<file path="src/hw/intvec_pkg.sv">
package intvec_pkg;
  // sequencer states
  typedef enum logic [3:0] {
    st_idle   = 4'b0001,
    st_stack  = 4'b0010,
    st_vector = 4'b0100,
    st_first  = 4'b1000
  } seq_state_e;

  localparam int unsigned NUM_ICLASS     = 20;
  localparam int unsigned NUM_PERIPH     = 18;
  localparam int unsigned PER_CNT_W      = 20;
  localparam int unsigned PERIODIC_RATES = 6;

  // vector page: normal modes at the top, special modes 64 pages lower
  localparam logic [7:0]  VEC_PAGE_NORMAL  = 8'hff;
  localparam logic [7:0]  VEC_PAGE_SPECIAL = 8'hbf;
  localparam logic [7:0]  VEC_RESET        = 8'hfe;
  localparam logic [7:0]  VEC_CLOCK_FAIL   = 8'hfc;
  localparam logic [7:0]  VEC_WATCHDOG     = 8'hfa;
  localparam logic [7:0]  VEC_ILLEGAL      = 8'hf8;
  localparam logic [7:0]  VEC_SWTRAP       = 8'hf6;
  localparam logic [7:0]  VEC_NMI_PIN      = 8'hf4;
  localparam logic [7:0]  VEC_RESERVED_TOP = 8'hcb;

  // promotion select after reset: external request pin
  localparam logic [4:0]  PROMOTE_RESET    = 5'h06;
  localparam logic [4:0]  PROMOTE_DEFAULT  = 5'h06;
  localparam logic [2:0]  RATE_RESET       = 3'h0;
  localparam logic [PER_CNT_W-1:0] PER_CNT_RESET = '0;

  // class-I sources in fixed priority order, index 0 highest
  // 0 ext pin, 1 periodic, 2..19 peripherals
  localparam logic [NUM_ICLASS-1:0][7:0] ICLASS_VEC = {
    8'hd6, 8'hd8, 8'hcc, 8'hce, 8'hda, 8'hdc, 8'hd0, 8'hde, 8'hd2, 8'hd4,
    8'he0, 8'he2, 8'he4, 8'he6, 8'he8, 8'hea, 8'hec, 8'hee, 8'hf0, 8'hf2
  };
  localparam logic [NUM_ICLASS-1:0][4:0] ICLASS_SEL = {
    5'h14, 5'h13, 5'h19, 5'h18, 5'h12, 5'h11, 5'h17, 5'h10, 5'h16, 5'h15,
    5'h0f, 5'h0e, 5'h0d, 5'h0c, 5'h0b, 5'h0a, 5'h09, 5'h08, 5'h07, 5'h06
  };
endpackage

</file>
<file path="src/hw/interrupt_priority_vectoring.sv">
// Function
// RL1 - 22 hardware sources plus software trap
// RL2 - local enable gates each on-chip request
// RL3 - nmi pin ignored in reset, self-masking
// RL4 - normal modes fetch vectors ffc0 to ffff
// RL5 - boot and test modes use bfc0 to bfff
// RL6 - each maskable source fixed vector and priority
// RL7 - clock fail fffc, watchdog fffa, reset fffe
// RL8 - software trap blocks others, sets i
// RL9 - software trap never pre-empts running sequence
// RL10 - undefined opcode raises non-maskable trap
// RL11 - illegal trap blocks others until handler
// RL12 - periodic rate select, flag, request enable
// RL13 - full periodic period before first flag
// RL14 - reset sets x and i
// RL15 - x clearable by transfer, never set again; code sets x again on class-x entry and on clock or watchdog failure
// RL16 - class-i entry sets i after stacking
// RL17 - class-x entry sets x and i
// RL18 - return restores prior x and i
// RL19 - fixed priority among non-i sources
// RL20 - promotion writable only while i set
// RL21 - promoted source keeps masks and vector
// RL22 - x and i block whole class
// RL23 - promotion resets to 00110, reserved same
// RL24 - stack registers before fetching the vector
module interrupt_priority_vectoring
  import intvec_pkg::*;
#(
  parameter int unsigned PERIODIC_BASE = 8192
) (
  input  wire logic                  clk,
  input  wire logic                  reset,
  input  wire logic                  special_mode,
  input  wire logic                  mode_a,
  input  wire logic                  ext_request_pin_n,
  input  wire logic                  nonmaskable_request_pin_n,
  input  wire logic [NUM_PERIPH-1:0] periph_flag,
  input  wire logic [NUM_PERIPH-1:0] periph_enable,
  input  wire logic [2:0]            periodic_rate_select,
  input  wire logic                  periodic_request_enable,
  input  wire logic                  periodic_flag_clear,
  input  wire logic                  software_trap_instruction,
  input  wire logic                  illegal_opcode,
  input  wire logic                  watchdog_monitor_fail,
  input  wire logic                  clock_fail,
  input  wire logic                  instr_boundary,
  input  wire logic                  stack_done,
  input  wire logic                  vector_ack,
  input  wire logic                  first_instr_done,
  input  wire logic                  ccr_transfer,
  input  wire logic                  ccr_wr_x,
  input  wire logic                  ccr_wr_i,
  input  wire logic                  return_from_interrupt_instruction,
  input  wire logic                  ret_x,
  input  wire logic                  ret_i,
  input  wire logic                  promote_write,
  input  wire logic [4:0]            promote_wdata,
  output logic                       x_mask,
  output logic                       i_mask,
  output logic [4:0]                 promote_select_field,
  output logic                       periodic_flag,
  output logic                       stack_req,
  output logic                       vector_valid,
  output logic [15:0]                vector_addr,
  output logic                       in_sequence
);

  typedef struct packed {
    seq_state_e           state;
    logic                 x;
    logic                 i;
    logic [4:0]           promote;
    logic [PER_CNT_W-1:0] per_cnt;
    logic                 per_flag;
    logic                 swi_pend;
    logic                 ill_pend;
    logic                 take_x;
    logic [7:0]           vec_lo;
    logic                 stack_req;
    logic                 vec_valid;
    logic                 smod;
    logic                 mda;
    logic [2:0]           irq_sync;
    logic [2:0]           nmi_sync;
    logic                 irq_lvl;
    logic                 nmi_lvl;
    logic [7:0]           vec_hi;
    logic                 busy;
  } ctl_s;

  ctl_s st_r;
  ctl_s st_nxt;

  // reserved codes fall back to the external pin slot
  function automatic logic [4:0] promote_index(input logic [4:0] code);
    logic [4:0] idx;
    idx = 5'd0;
    for (int k = 0; k < NUM_ICLASS; k++) begin
      if (ICLASS_SEL[k] == code) begin
        idx = 5'(k);
      end
    end
    return idx;
  endfunction

  // periodic period in cycles, minus one
  function automatic logic [PER_CNT_W-1:0] period_last(input logic [2:0] rate);
    logic [2:0] r;
    r = (rate > 3'(PERIODIC_RATES - 1)) ? 3'(PERIODIC_RATES - 1) : rate;
    return PER_CNT_W'((PERIODIC_BASE << r) - 1);
  endfunction

  logic [NUM_ICLASS-1:0] iclass_req;  // twenty class-i sources [RL1]
  logic [4:0]            promo_idx;
  logic                  i_found;
  logic [7:0]            i_vec;

  // gated class-I requests and resolution
  always_comb begin
    iclass_req = {periph_flag & periph_enable,                    // [RL2]
                  st_r.per_flag & periodic_request_enable,        // [RL12]
                  st_r.irq_lvl};
    promo_idx = promote_index(st_r.promote);                       // [RL23]
    i_found   = 1'b0;
    i_vec     = ICLASS_VEC[0];
    for (int k = NUM_ICLASS - 1; k >= 0; k--) begin
      if (iclass_req[k]) begin
        i_found = 1'b1;
        i_vec   = ICLASS_VEC[k];                                   // [RL6]
      end
    end
    if (iclass_req[promo_idx]) begin
      i_vec = ICLASS_VEC[promo_idx];                               // [RL21]
    end
  end

  // next-state logic
  always_comb begin
    st_nxt = st_r;
    // pin synchronisers: level moves when stages two and three agree
    st_nxt.irq_sync = {st_r.irq_sync[1:0], ~ext_request_pin_n};
    st_nxt.nmi_sync = {st_r.nmi_sync[1:0], ~nonmaskable_request_pin_n};
    if (st_r.irq_sync[1] == st_r.irq_sync[2]) begin
      st_nxt.irq_lvl = st_r.irq_sync[2];
    end
    if (st_r.nmi_sync[1] == st_r.nmi_sync[2]) begin
      st_nxt.nmi_lvl = st_r.nmi_sync[2];
    end
    // periodic timer: flag only after a whole period, set beats clear
    if (periodic_flag_clear) begin
      st_nxt.per_flag = 1'b0;
    end
    if (st_r.per_cnt >= period_last(periodic_rate_select)) begin
      st_nxt.per_cnt  = PER_CNT_RESET;
      st_nxt.per_flag = 1'b1;                                      // [RL13]
    end else begin
      st_nxt.per_cnt = st_r.per_cnt + 1'b1;
    end
    // traps are held until the sequencer is idle
    if (software_trap_instruction) begin
      st_nxt.swi_pend = 1'b1;                                      // [RL9]
    end
    if (illegal_opcode) begin
      st_nxt.ill_pend = 1'b1;                                      // [RL10]
    end
    // promotion field writes
    if (promote_write && st_r.i) begin
      st_nxt.promote = promote_wdata;                              // [RL20]
    end
    // software transfer into the mask bits
    if (ccr_transfer) begin
      st_nxt.x = st_r.x & ccr_wr_x;                                // [RL15]
      st_nxt.i = ccr_wr_i;
    end
    if (return_from_interrupt_instruction) begin
      st_nxt.x = st_r.x & ret_x;                                   // [RL18]
      st_nxt.i = ret_i;
    end
    unique case (st_r.state)
      st_idle: begin
        // trap order: illegal, software trap, nmi pin, class I
        if (st_r.ill_pend) begin
          st_nxt.ill_pend = illegal_opcode;
          st_nxt.vec_lo   = VEC_ILLEGAL;                           // [RL19]
          st_nxt.take_x   = 1'b0;
          st_nxt.state    = st_stack;
        end else if (st_r.swi_pend) begin
          st_nxt.swi_pend = software_trap_instruction;
          st_nxt.vec_lo   = VEC_SWTRAP;                            // [RL8]
          st_nxt.take_x   = 1'b0;
          st_nxt.state    = st_stack;
        end else if (instr_boundary && st_r.nmi_lvl && !st_r.x) begin
          st_nxt.vec_lo = VEC_NMI_PIN;                             // [RL3]
          st_nxt.take_x = 1'b1;
          st_nxt.state  = st_stack;
        end else if (instr_boundary && i_found && !st_r.i) begin
          st_nxt.vec_lo = i_vec;                                   // [RL22]
          st_nxt.take_x = 1'b0;
          st_nxt.state  = st_stack;
        end
        st_nxt.stack_req = (st_nxt.state == st_stack);
      end
      st_stack: begin
        if (stack_done) begin
          st_nxt.stack_req = 1'b0;
          st_nxt.i         = 1'b1;                                 // [RL16]
          st_nxt.x         = st_r.x | st_r.take_x;                 // [RL17]
          st_nxt.vec_valid = 1'b1;                                 // [RL24]
          st_nxt.state     = st_vector;
        end
      end
      st_vector: begin
        if (vector_ack) begin
          st_nxt.vec_valid = 1'b0;
          st_nxt.state     = st_first;
        end
      end
      st_first: begin
        if (first_instr_done) begin
          st_nxt.state = st_idle;                                  // [RL11]
        end
      end
    endcase
    // reset-class failures take over at once, with no stacking
    if (clock_fail || watchdog_monitor_fail) begin
      st_nxt.vec_lo    = clock_fail ? VEC_CLOCK_FAIL : VEC_WATCHDOG; // [RL7]
      st_nxt.x         = 1'b1;
      st_nxt.i         = 1'b1;
      st_nxt.swi_pend  = 1'b0;
      st_nxt.ill_pend  = 1'b0;
      st_nxt.stack_req = 1'b0;
      st_nxt.vec_valid = 1'b1;
      st_nxt.state     = st_vector;
    end
    // sequence flag kept in a flop so the output needs no decode
    st_nxt.busy = (st_nxt.state != st_idle);
  end

  // state register; reset leaves a reset vector request pending
  always_ff @(posedge clk) begin
    if (reset) begin
      st_r           <= '0;
      st_r.state     <= st_vector;
      st_r.x         <= 1'b1;                                      // [RL14]
      st_r.i         <= 1'b1;
      st_r.promote   <= PROMOTE_RESET;
      st_r.per_cnt   <= PER_CNT_RESET;
      st_r.vec_lo    <= VEC_RESET;
      st_r.vec_valid <= 1'b1;
      st_r.smod      <= special_mode;
      st_r.mda       <= mode_a;
      st_r.busy      <= 1'b1;
      st_r.vec_hi    <= special_mode ? VEC_PAGE_SPECIAL : VEC_PAGE_NORMAL; // [RL4] [RL5]
    end else begin
      st_r <= st_nxt;
    end
  end

  // outputs straight from the state register
  assign x_mask               = st_r.x;
  assign i_mask               = st_r.i;
  assign promote_select_field = st_r.promote;
  assign periodic_flag        = st_r.per_flag;
  assign stack_req            = st_r.stack_req;
  assign vector_valid         = st_r.vec_valid;
  assign vector_addr          = {st_r.vec_hi, st_r.vec_lo}; // [RL4] [RL5]
  assign in_sequence          = st_r.busy;

  // checks
  chk_x_never_rises: assert property (@(posedge clk) disable iff (reset) // [RL15]
    (!st_r.x && !$past(reset) && !clock_fail && !watchdog_monitor_fail
     && st_r.state != st_stack) |=> !st_r.x || $past(st_r.take_x))
    else $error("x bit rose without x-class entry");
  chk_promote_guard: assert property (@(posedge clk) disable iff (reset) // [RL20]
    (promote_write && !st_r.i) |=> $stable(st_r.promote))
    else $error("promotion written while i clear");
  chk_i_after_stack: assert property (@(posedge clk) disable iff (reset) // [RL16]
    (st_r.state == st_stack && stack_done) |=> st_r.i && st_r.vec_valid)
    else $error("i not set after stacking");
  chk_nmi_sets_x: assert property (@(posedge clk) disable iff (reset) // [RL17]
    (st_r.state == st_stack && stack_done && st_r.take_x) |=> st_r.x)
    else $error("x not set on x-class entry");
  chk_vector_range: assert property (@(posedge clk) disable iff (reset) // [RL5]
    vector_valid |-> vector_addr[15:8] == (st_r.smod ? VEC_PAGE_SPECIAL : VEC_PAGE_NORMAL)
                     && vector_addr[7:0] > VEC_RESERVED_TOP)
    else $error("vector outside allowed range");
  chk_masked_idle: assert property (@(posedge clk) disable iff (reset) // [RL22]
    (st_r.state == st_idle && st_r.i && st_r.x && !st_r.ill_pend && !st_r.swi_pend
     && !clock_fail && !watchdog_monitor_fail) |=> st_r.state == st_idle)
    else $error("masked class taken");
  chk_hold_first: assert property (@(posedge clk) disable iff (reset) // [RL11]
    (st_r.state == st_first && !first_instr_done && !clock_fail
     && !watchdog_monitor_fail) |=> st_r.state == st_first)
    else $error("left handler hold early");
  chk_fail_vector: assert property (@(posedge clk) disable iff (reset) // [RL7]
    clock_fail |=> vector_valid && vector_addr[7:0] == VEC_CLOCK_FAIL && st_r.x)
    else $error("clock failure vector wrong");
  chk_reset_masks: assert property (@(posedge clk) // [RL14]
    $fell(reset) |-> st_r.x && st_r.i && vector_addr[7:0] == VEC_RESET)
    else $error("reset state wrong");
  cov_nmi_entry: cover property (@(posedge clk) disable iff (reset)
    st_r.state == st_stack && st_r.take_x);
  cov_swi_entry: cover property (@(posedge clk) disable iff (reset)
    vector_valid && vector_addr[7:0] == VEC_SWTRAP);
  cov_promoted: cover property (@(posedge clk) disable iff (reset)
    st_r.state == st_idle && instr_boundary && !st_r.i && iclass_req[promo_idx]
    && promo_idx != 5'd0);
endmodule

</file>
<file path="config.mk">
export PLATFORM = sky130hd
export DESIGN_NAME = interrupt_priority_vectoring
export DESIGN_NICKNAME = d
export VERILOG_FILES = /design/src/hw/intvec_pkg.sv /design/src/hw/interrupt_priority_vectoring.sv
export SDC_FILE = /design/constraint.sdc
export NUM_CORES = 1
export LEC_CHECK = 0
export ABC_AREA = 1
export BUFFER_PORTS_ARGS = -buffer_cell sky130_fd_sc_hd__buf_2
export CAP_MARGIN = 40
export CORE_MARGIN = 2
export CORE_UTILIZATION = 48
export CTS_CLUSTER_SIZE = 8
export DETAILED_ROUTE_END_ITERATION = 8
export PLACE_DENSITY = 0.76
export SETUP_SLACK_MARGIN = 0.05
export SYNTH_ARGS = -nofsm -noshare
export SYNTH_HDL_FRONTEND = slang
export SYNTH_SLANG_ARGS = --single-unit
</file>
<file path="constraint.sdc">
create_clock -name clk -period 2.9 [get_ports clk]
set_input_delay 0.725 -clock clk [delete_from_list [all_inputs] [get_ports clk]]
set_output_delay 0.725 -clock clk [all_outputs]
set_load 0.005 [all_outputs]
</file>
==> results of run 1 <==
## layout make-up
type	count	area share, %
clock buffer	6	1.985
clock inverter	2	0.3308
inverter	86	7.820
multi-input combinational	396	49.65
sequential	53	25.74
tap	99	2.977
timing repair buffer	90	11.49
## synthesized netlist by cell type, drive strengths merged, types with 3 or more instances
cell and count:
xor2 4, nand2 127, o211ai 5, xnor2 5
buf 23, o21ai 25, nand4 7, nor3b 3
dfxtp 52, ha 16, a31oi 3, a21oi 32
nand3 46, or2 5, nand3b 3, nor2 76
nor3 17, clkbuf 3, inv 85
## sequential cells by signal (all words and copies together), names as in the netlist, 4 cells and up
register              count
promote_select_field      5
vector_addr               7
st_nxt                    4
st_r                     30
## cells by family (layout without fill, tap and decap cells)
| logic type | count (synthesis) | in the layout | share of synthesized area [%] |
|---|---|---|---|
| AO/OA/AOI/OAI | 72 | 72 | 11.53 |
| XOR/XNOR | 9 | 9 | 2.181 |
| adder cells (fa/ha/maj) | 16 | 16 | 5.538 |
| buffers and inverters | 112 | 184 | 14.19 |
| flip-flops | 53 | 53 | 29.63 |
| multiplexers | 1 | 1 | 0.2769 |
| other | 2 | 9 | 0.2078 |
| AND/OR/NAND/NOR | 289 | 289 | 36.45 |
## cells in the final DEF (no fill, tap or decap), drive strengths merged, types with 7 or more instances in the layout
cell type  count
nand3         46
dfxtp         52
a21oi         32
nand4          7
conb           9
ha            16
nor2          76
o21ai         25
inv           85
nand2        127
buf           90
nor3          17
## power breakdown
| part | switching [W] | internal [W] | leakage, nW |
|---|---|---|---|
| clock network | 0.000231 | 0.000194 | 0.0512 |
| registers | 0.0000192 | 0.000748 | 0.433 |
| logic | 0.000232 | 0.000152 | 1.59 |
## worst max-delay path, delay by kind of cell
kind                     cells  cell delay (ns)
AO/OA/AOI/OAI                2             0.34
XOR/XNOR                     1             0.17
adder cells (fa/ha/maj)      2             0.51
buffers and inverters        3             0.34
AND/OR/NAND/NOR              5             0.82
## routing by layer
| layer | part of all wire (%) | track usage (%) | wire [µm] |
|---|---|---|---|
| met5 | 0 | 0 | 0 |
| met3 | 4.1 | 3.088 | 331 |
| met2 | 48 | 35.26 | 3835 |
| met4 | 3.0 | 10.35 | 236 |
| met1 | 45 | 22.55 | 3587 |
## worst paths after layout
check	slack, ns	endpoint	startpoint
hold reg to reg	0.41	st_nxt[13]$_SDFF_PP0_	st_nxt[12]$_SDFF_PP0_
setup reg to reg	0.45	vector_addr[1]$_SDFFE_PP1P_	promote_select_field[2]$_SDFFE_PP1P_
hold / removal	0.41	st_nxt[13]$_SDFF_PP0_	st_nxt[12]$_SDFF_PP0_
setup / recovery	0.21	st_r[47]$_SDFF_PP0_	periodic_rate_select[0]
## metrics by stage
step / instance area [µm²] / hold slack [ns] / cells / setup slack [ns]
floorplan: 3641 / 0.3883 / 561 / 0.07070
global placement: 4055 / 0.3960 / 724 / -0.01173
detailed placement: 4055 / 0.3974 / 724 / -0.1338
CTS: 4151 / 0.4115 / 732 / 0.1700
global route: 4160 / 0.4299 / 732 / 0.07262
finish: 4160 / 0.4100 / 732 / 0.2075
==> metrics.csv, run 1 <==
metric;value;unit
rsz0062_at_grt;no;
final_max_slew_viol_count;0;
fin_nets;715;
synth.area.top_cells;dfxtp_1 (29%), nand2_1 (13%), inv_1 (7.9%);
period_share;92.84;%
dieArea;8241;µm²
numPortBuffers;84;
hpwl;6428;µm
drv_cap;0;
postRouteWirelength;7991;µm
core;7292;µm²
die_y;90.78;µm
finalCriticalPeriod;2.692;ns
syn_area;3615;µm²
powerDensity;378.7;nW/µm²
ys_seq_area_share;29.63;%
rows;31;
critPathArrivalTime;2.91;ns
yosysWarnings;0;
hold_viol_final;0;
vias;3572;
tns;0;ns
ys_ff_latch;53;
ir_drop;0.2507;mV
finalPower;0.001576;W
cts_max_path_buffers;2;
crit_slowest_cell;or2_2;
drt_first_pass_iters;4;
remaining_drc_errors;0;
worstHoldPathCells;2;
multiInputGateArea;2066;µm²
grt_pass1_wl;13830;µm
cp-end-kind;flop;
h-tree-depth;2;
synthCells;554;
wire_per_inst;10.92;µm
cts_setup_buffers;0;
area.sequential;1071;µm²
initial_core_util;49.57;%
numCtsBuffers;5;
setup_viol;0;
via_per_inst;4.880;
synth_top_area_share;28.80;%
final_util;57.05;%
antenna_found_initial;0;
cts-root-buf;clkbuf_8;
cts.clk_slew.worst_paths;0.09;ns
cpPeakStageDelay;0.31;ns
startpoint_type;primary input;
clock_sinks;53;
holdBufCountCts;0;
worst_r2r_path_depth;16;
grt_pass1_vias;3383;
synth_edf_count;1;
layout-drive-gt1-share;21.01;%
hp-class;reg2reg;
diodes;0;
dr.first_iter.drc_count;116;
synth.avg_cell_area;6.525;µm²
grt.total_usage;19.73;%
grt_max_degree;21;
place_congestion;0.8874;
synth_top_flop_cell;dfxtp_1;
area_growth;15.09;%
synth-async-reset-ratio;0;%
critical_path.cell_chain;buf_2, or2_2, nor2_2, inv_1, ha_1, xor2_1, ha_1, a21oi_1, nand2_1, a21oi_1, nand3_1, buf_12, nor3b_1;
synth_top_area_cell;dfxtp_1;
status;complete, no violations;
critPathMaxFanout;20;
max_freq;0.3714;GHz
overflow;0;
worstPathRequired;3.12;ns
ios;94;
worstSetupPathType;in2reg;
cts_resized;0;
fin_worst_skew;0.01333;ns
ys_types;44;
cts_tree;yes;
p_leak;2.076;nW
fill_cells;712;
postRouteAntennaNets;0;
clock_latency;0.31;ns
die_x;90.78;µm
No activity file was read; power rests on OpenSTA's default activity.
==> run 2, diff against run 1 <==
Settings changed: ABC_AREA 1 to default, CORE_ASPECT_RATIO from default to 0.75, CORE_UTILIZATION 48 to 40, PLACE_DENSITY 0.76 to 0.66.
==> metrics.csv, run 2 <==
metric;value;unit;change
startpoint_type;flop;;
grt.total_usage;18.42;%;-1.3 points
synthCells;427;;-23%
largest_register;st_r;;
stdcell_count;623;;-15%
holdBufCountCts;0;;unchanged
yosysMostFrequentCell;nor2_1;;
numCtsBuffers;5;;unchanged
grt_pass1_wl;14240;µm;+3.0%
finalPower;0.001800;W;+14%
max_freq;0.3676;GHz;-1.0%
cts_max_path_buffers;2;;unchanged
h-tree-depth;2;;unchanged
grt_pass1_vias;3030;;-10%
status;complete, no violations;;
dr.first_iter.drc_count;140;;+21%
rsz0062_at_grt;yes;;
clock_sinks;53;;unchanged
grt_max_degree;25;;+19%
overflow;0;;unchanged
critical_path.cell_chain;o21bai_1, a21oi_2, a311oi_4, buf_4, mux4_1, o22ai_2, a21o_1, mux2_1, a21oi_1;;
fin_nets;597;;-17%
cts.clk_slew.worst_paths;0.07;ns;-0.02 ns
synth.area.top_cells;dfxtp_1 (30%), nor2_1 (6.0%), ha_1 (5.8%);;
p_leak;1.812;nW;-13%
synth_top_flop_cell;dfxtp_1;;
postRouteAntennaNets;0;;unchanged
tns;0;ns;unchanged
drv_cap;0;;unchanged
drt_first_pass_iters;5;;+1
via_per_inst;5.197;;+6.5%
final_max_slew_viol_count;0;;unchanged
critPathArrivalTime;2.95;ns;+0.04 ns
final_util;49.42;%;-7.6 points
cts-root-buf;clkbuf_16;;
diodes;0;;unchanged
crit_family;compound AO/OA/AOI/OAI gates;;
synth.avg_cell_area;8.137;µm²;+25%
final_common_cell;buf_2;;
antenna_found_initial;0;;unchanged
crit_slowest_cell;mux4_1;;
place_congestion;0.8534;;-3.8%
hpwl;6781;µm;+5.5%
ios;94;;unchanged
cp-end-kind;flop;;
setup_viol;0;;unchanged
ir_drop;0.3347;mV;+33%
initial_core_util;41.10;%;-8.5 points
hp-class;reg2reg;;
wire_per_inst;13.85;µm;+27%
hold_viol_final;0;;unchanged
critPathMaxFanout;6;;-70%
die_x;111.6;µm;+23%
rows;29;;-6.5%
whs;0.4526;ns;+0.04261 ns
dp.cells;613;;-15%
numPortBuffers;84;;unchanged
fin_worst_skew;0.006863;ns;-0.006463 ns
synth_commonest_cells;nor2_1 (56), dfxtp_1 (52), nand2_1 (50);;
ys_ff_latch;53;;unchanged
area_growth;20.24;%;
synth_top_area_cell;dfxtp_1;;
dieArea;9456;µm²;+15%
worstPathRequired;3.13;ns;about the same
worst_slew_pin_slew;0.5549;ns;
powerDensity;430.7;nW/µm²;+14%
path_buf_inv;1;;-2
clock_latency;0.30;ns;about the same
cpPeakStageDelay;0.57;ns;+0.26 ns
final_cell_mix;buf_2 (84), nor2_1 (56), nand2_1 (50);;
synth_edf_count;1;;unchanged
ys_types;71;;+61%
syn_area;3475;µm²;-3.9%
core;8454;µm²;+16%
vias;3238;;-9.4%
synth-async-reset-ratio;0;%;unchanged
postRouteWirelength;8629;µm;+8.0%
ys_seq_area_share;30.82;%;+1.2 points
finalCriticalPeriod;2.721;ns;+0.02813 ns
layout-drive-gt1-share;26.80;%;+5.8 points
largest_reg_flops;30;;unchanged
max_slew_margin;62.43;%;
cts_tree;yes;;
synth_top_area_share;29.96;%;+1.2 points
remaining_drc_errors;0;;unchanged
worstSetupPathType;reg2reg;;
period_share;93.81;%;+0.97 points
die_y;84.72;µm;-6.7%
yosysWarnings;0;;unchanged
run 2: cell types whose count changed in the layout (fill, tap and decap cells not counted), moves of 11 or more:
| cell | change |
|---|---|
| nand2_1 | -71 |
| inv_1 | -58 |
| nand3_1 | -24 |
| buf_4 | +17 |
| nor2_1 | -12 |
| a21oi_1 | -11 |
run 2: final timing paths:
path / startpoint / endpoint / slack [ns] / depth (start not counted)
max reg2reg: promote_select_field[0]$_SDFFE_PP0P_ / vector_addr[5]$_SDFFE_PP1P_ / 0.18 / 9
min reg2reg: st_nxt[15]$_SDFF_PP0_ / st_nxt[16]$_SDFF_PP0_ / 0.45 / 1
min: st_nxt[15]$_SDFF_PP0_ / st_nxt[16]$_SDFF_PP0_ / 0.45 / 1
max: promote_select_field[0]$_SDFFE_PP0P_ / vector_addr[5]$_SDFFE_PP1P_ / 0.18 / 9
run 2: cell type report:
class | instances | area, µm²
fillers | 813 | 4277
multi-input cells | 329 | 2132
flip-flops and latches | 53 | 1077
repair buffers | 106 | 585.6
clock buffers | 6 | 138.9
well taps | 108 | 135.1
inverters | 19 | 71.32
clock inverters | 2 | 37.54
run 2: through the flow:
| step | area [µm²] | setup slack [ns] |
|---|---|---|
| after floorplan | 3501 | 0.1833 |
| after global placement | 3971 | 0.005504 |
| after detailed placement | 3971 | -0.06077 |
| after CTS | 4149 | 0.09284 |
| after global routing | 4178 | 0.02829 |
| final | 4178 | 0.1794 |
run 2: routing by layer:
metal	track usage, %	vias to the layer above	wire [µm]
met5	0	-	0
met1	26.51	1489	4410
met4	4.040	0	82
li1	-	1653	-
met2	28.98	89	3664
met3	3.249	7	472
run 2: power breakdown:
group | switching (W) | internal, W
clock network | 0.000277 | 0.000431
registers | 0.0000210 | 0.000748
logic | 0.000166 | 0.000156
run 2: repair_timing:
action / CTS / global route
buffers inserted: 0 / 2
pin swaps: 0 / 1
gates resized for setup: 1 / 5
setup endpoints to repair: 1 / 5
run 2: cell families (layout without fill, tap and decap cells):
kind of cell / count (synthesis) / count (layout) / share of synthesized area (%)
other: 2 / 9 / 0.2161
adder cells (fa/ha/maj): 16 / 16 / 5.762
multiplexers: 12 / 12 / 5.473
flip-flops: 53 / 53 / 30.82
XOR/XNOR: 21 / 21 / 5.293
buffers and inverters: 52 / 133 / 8.823
AND/OR/NAND/NOR: 181 / 181 / 24.78
AO/OA/AOI/OAI: 90 / 90 / 18.83
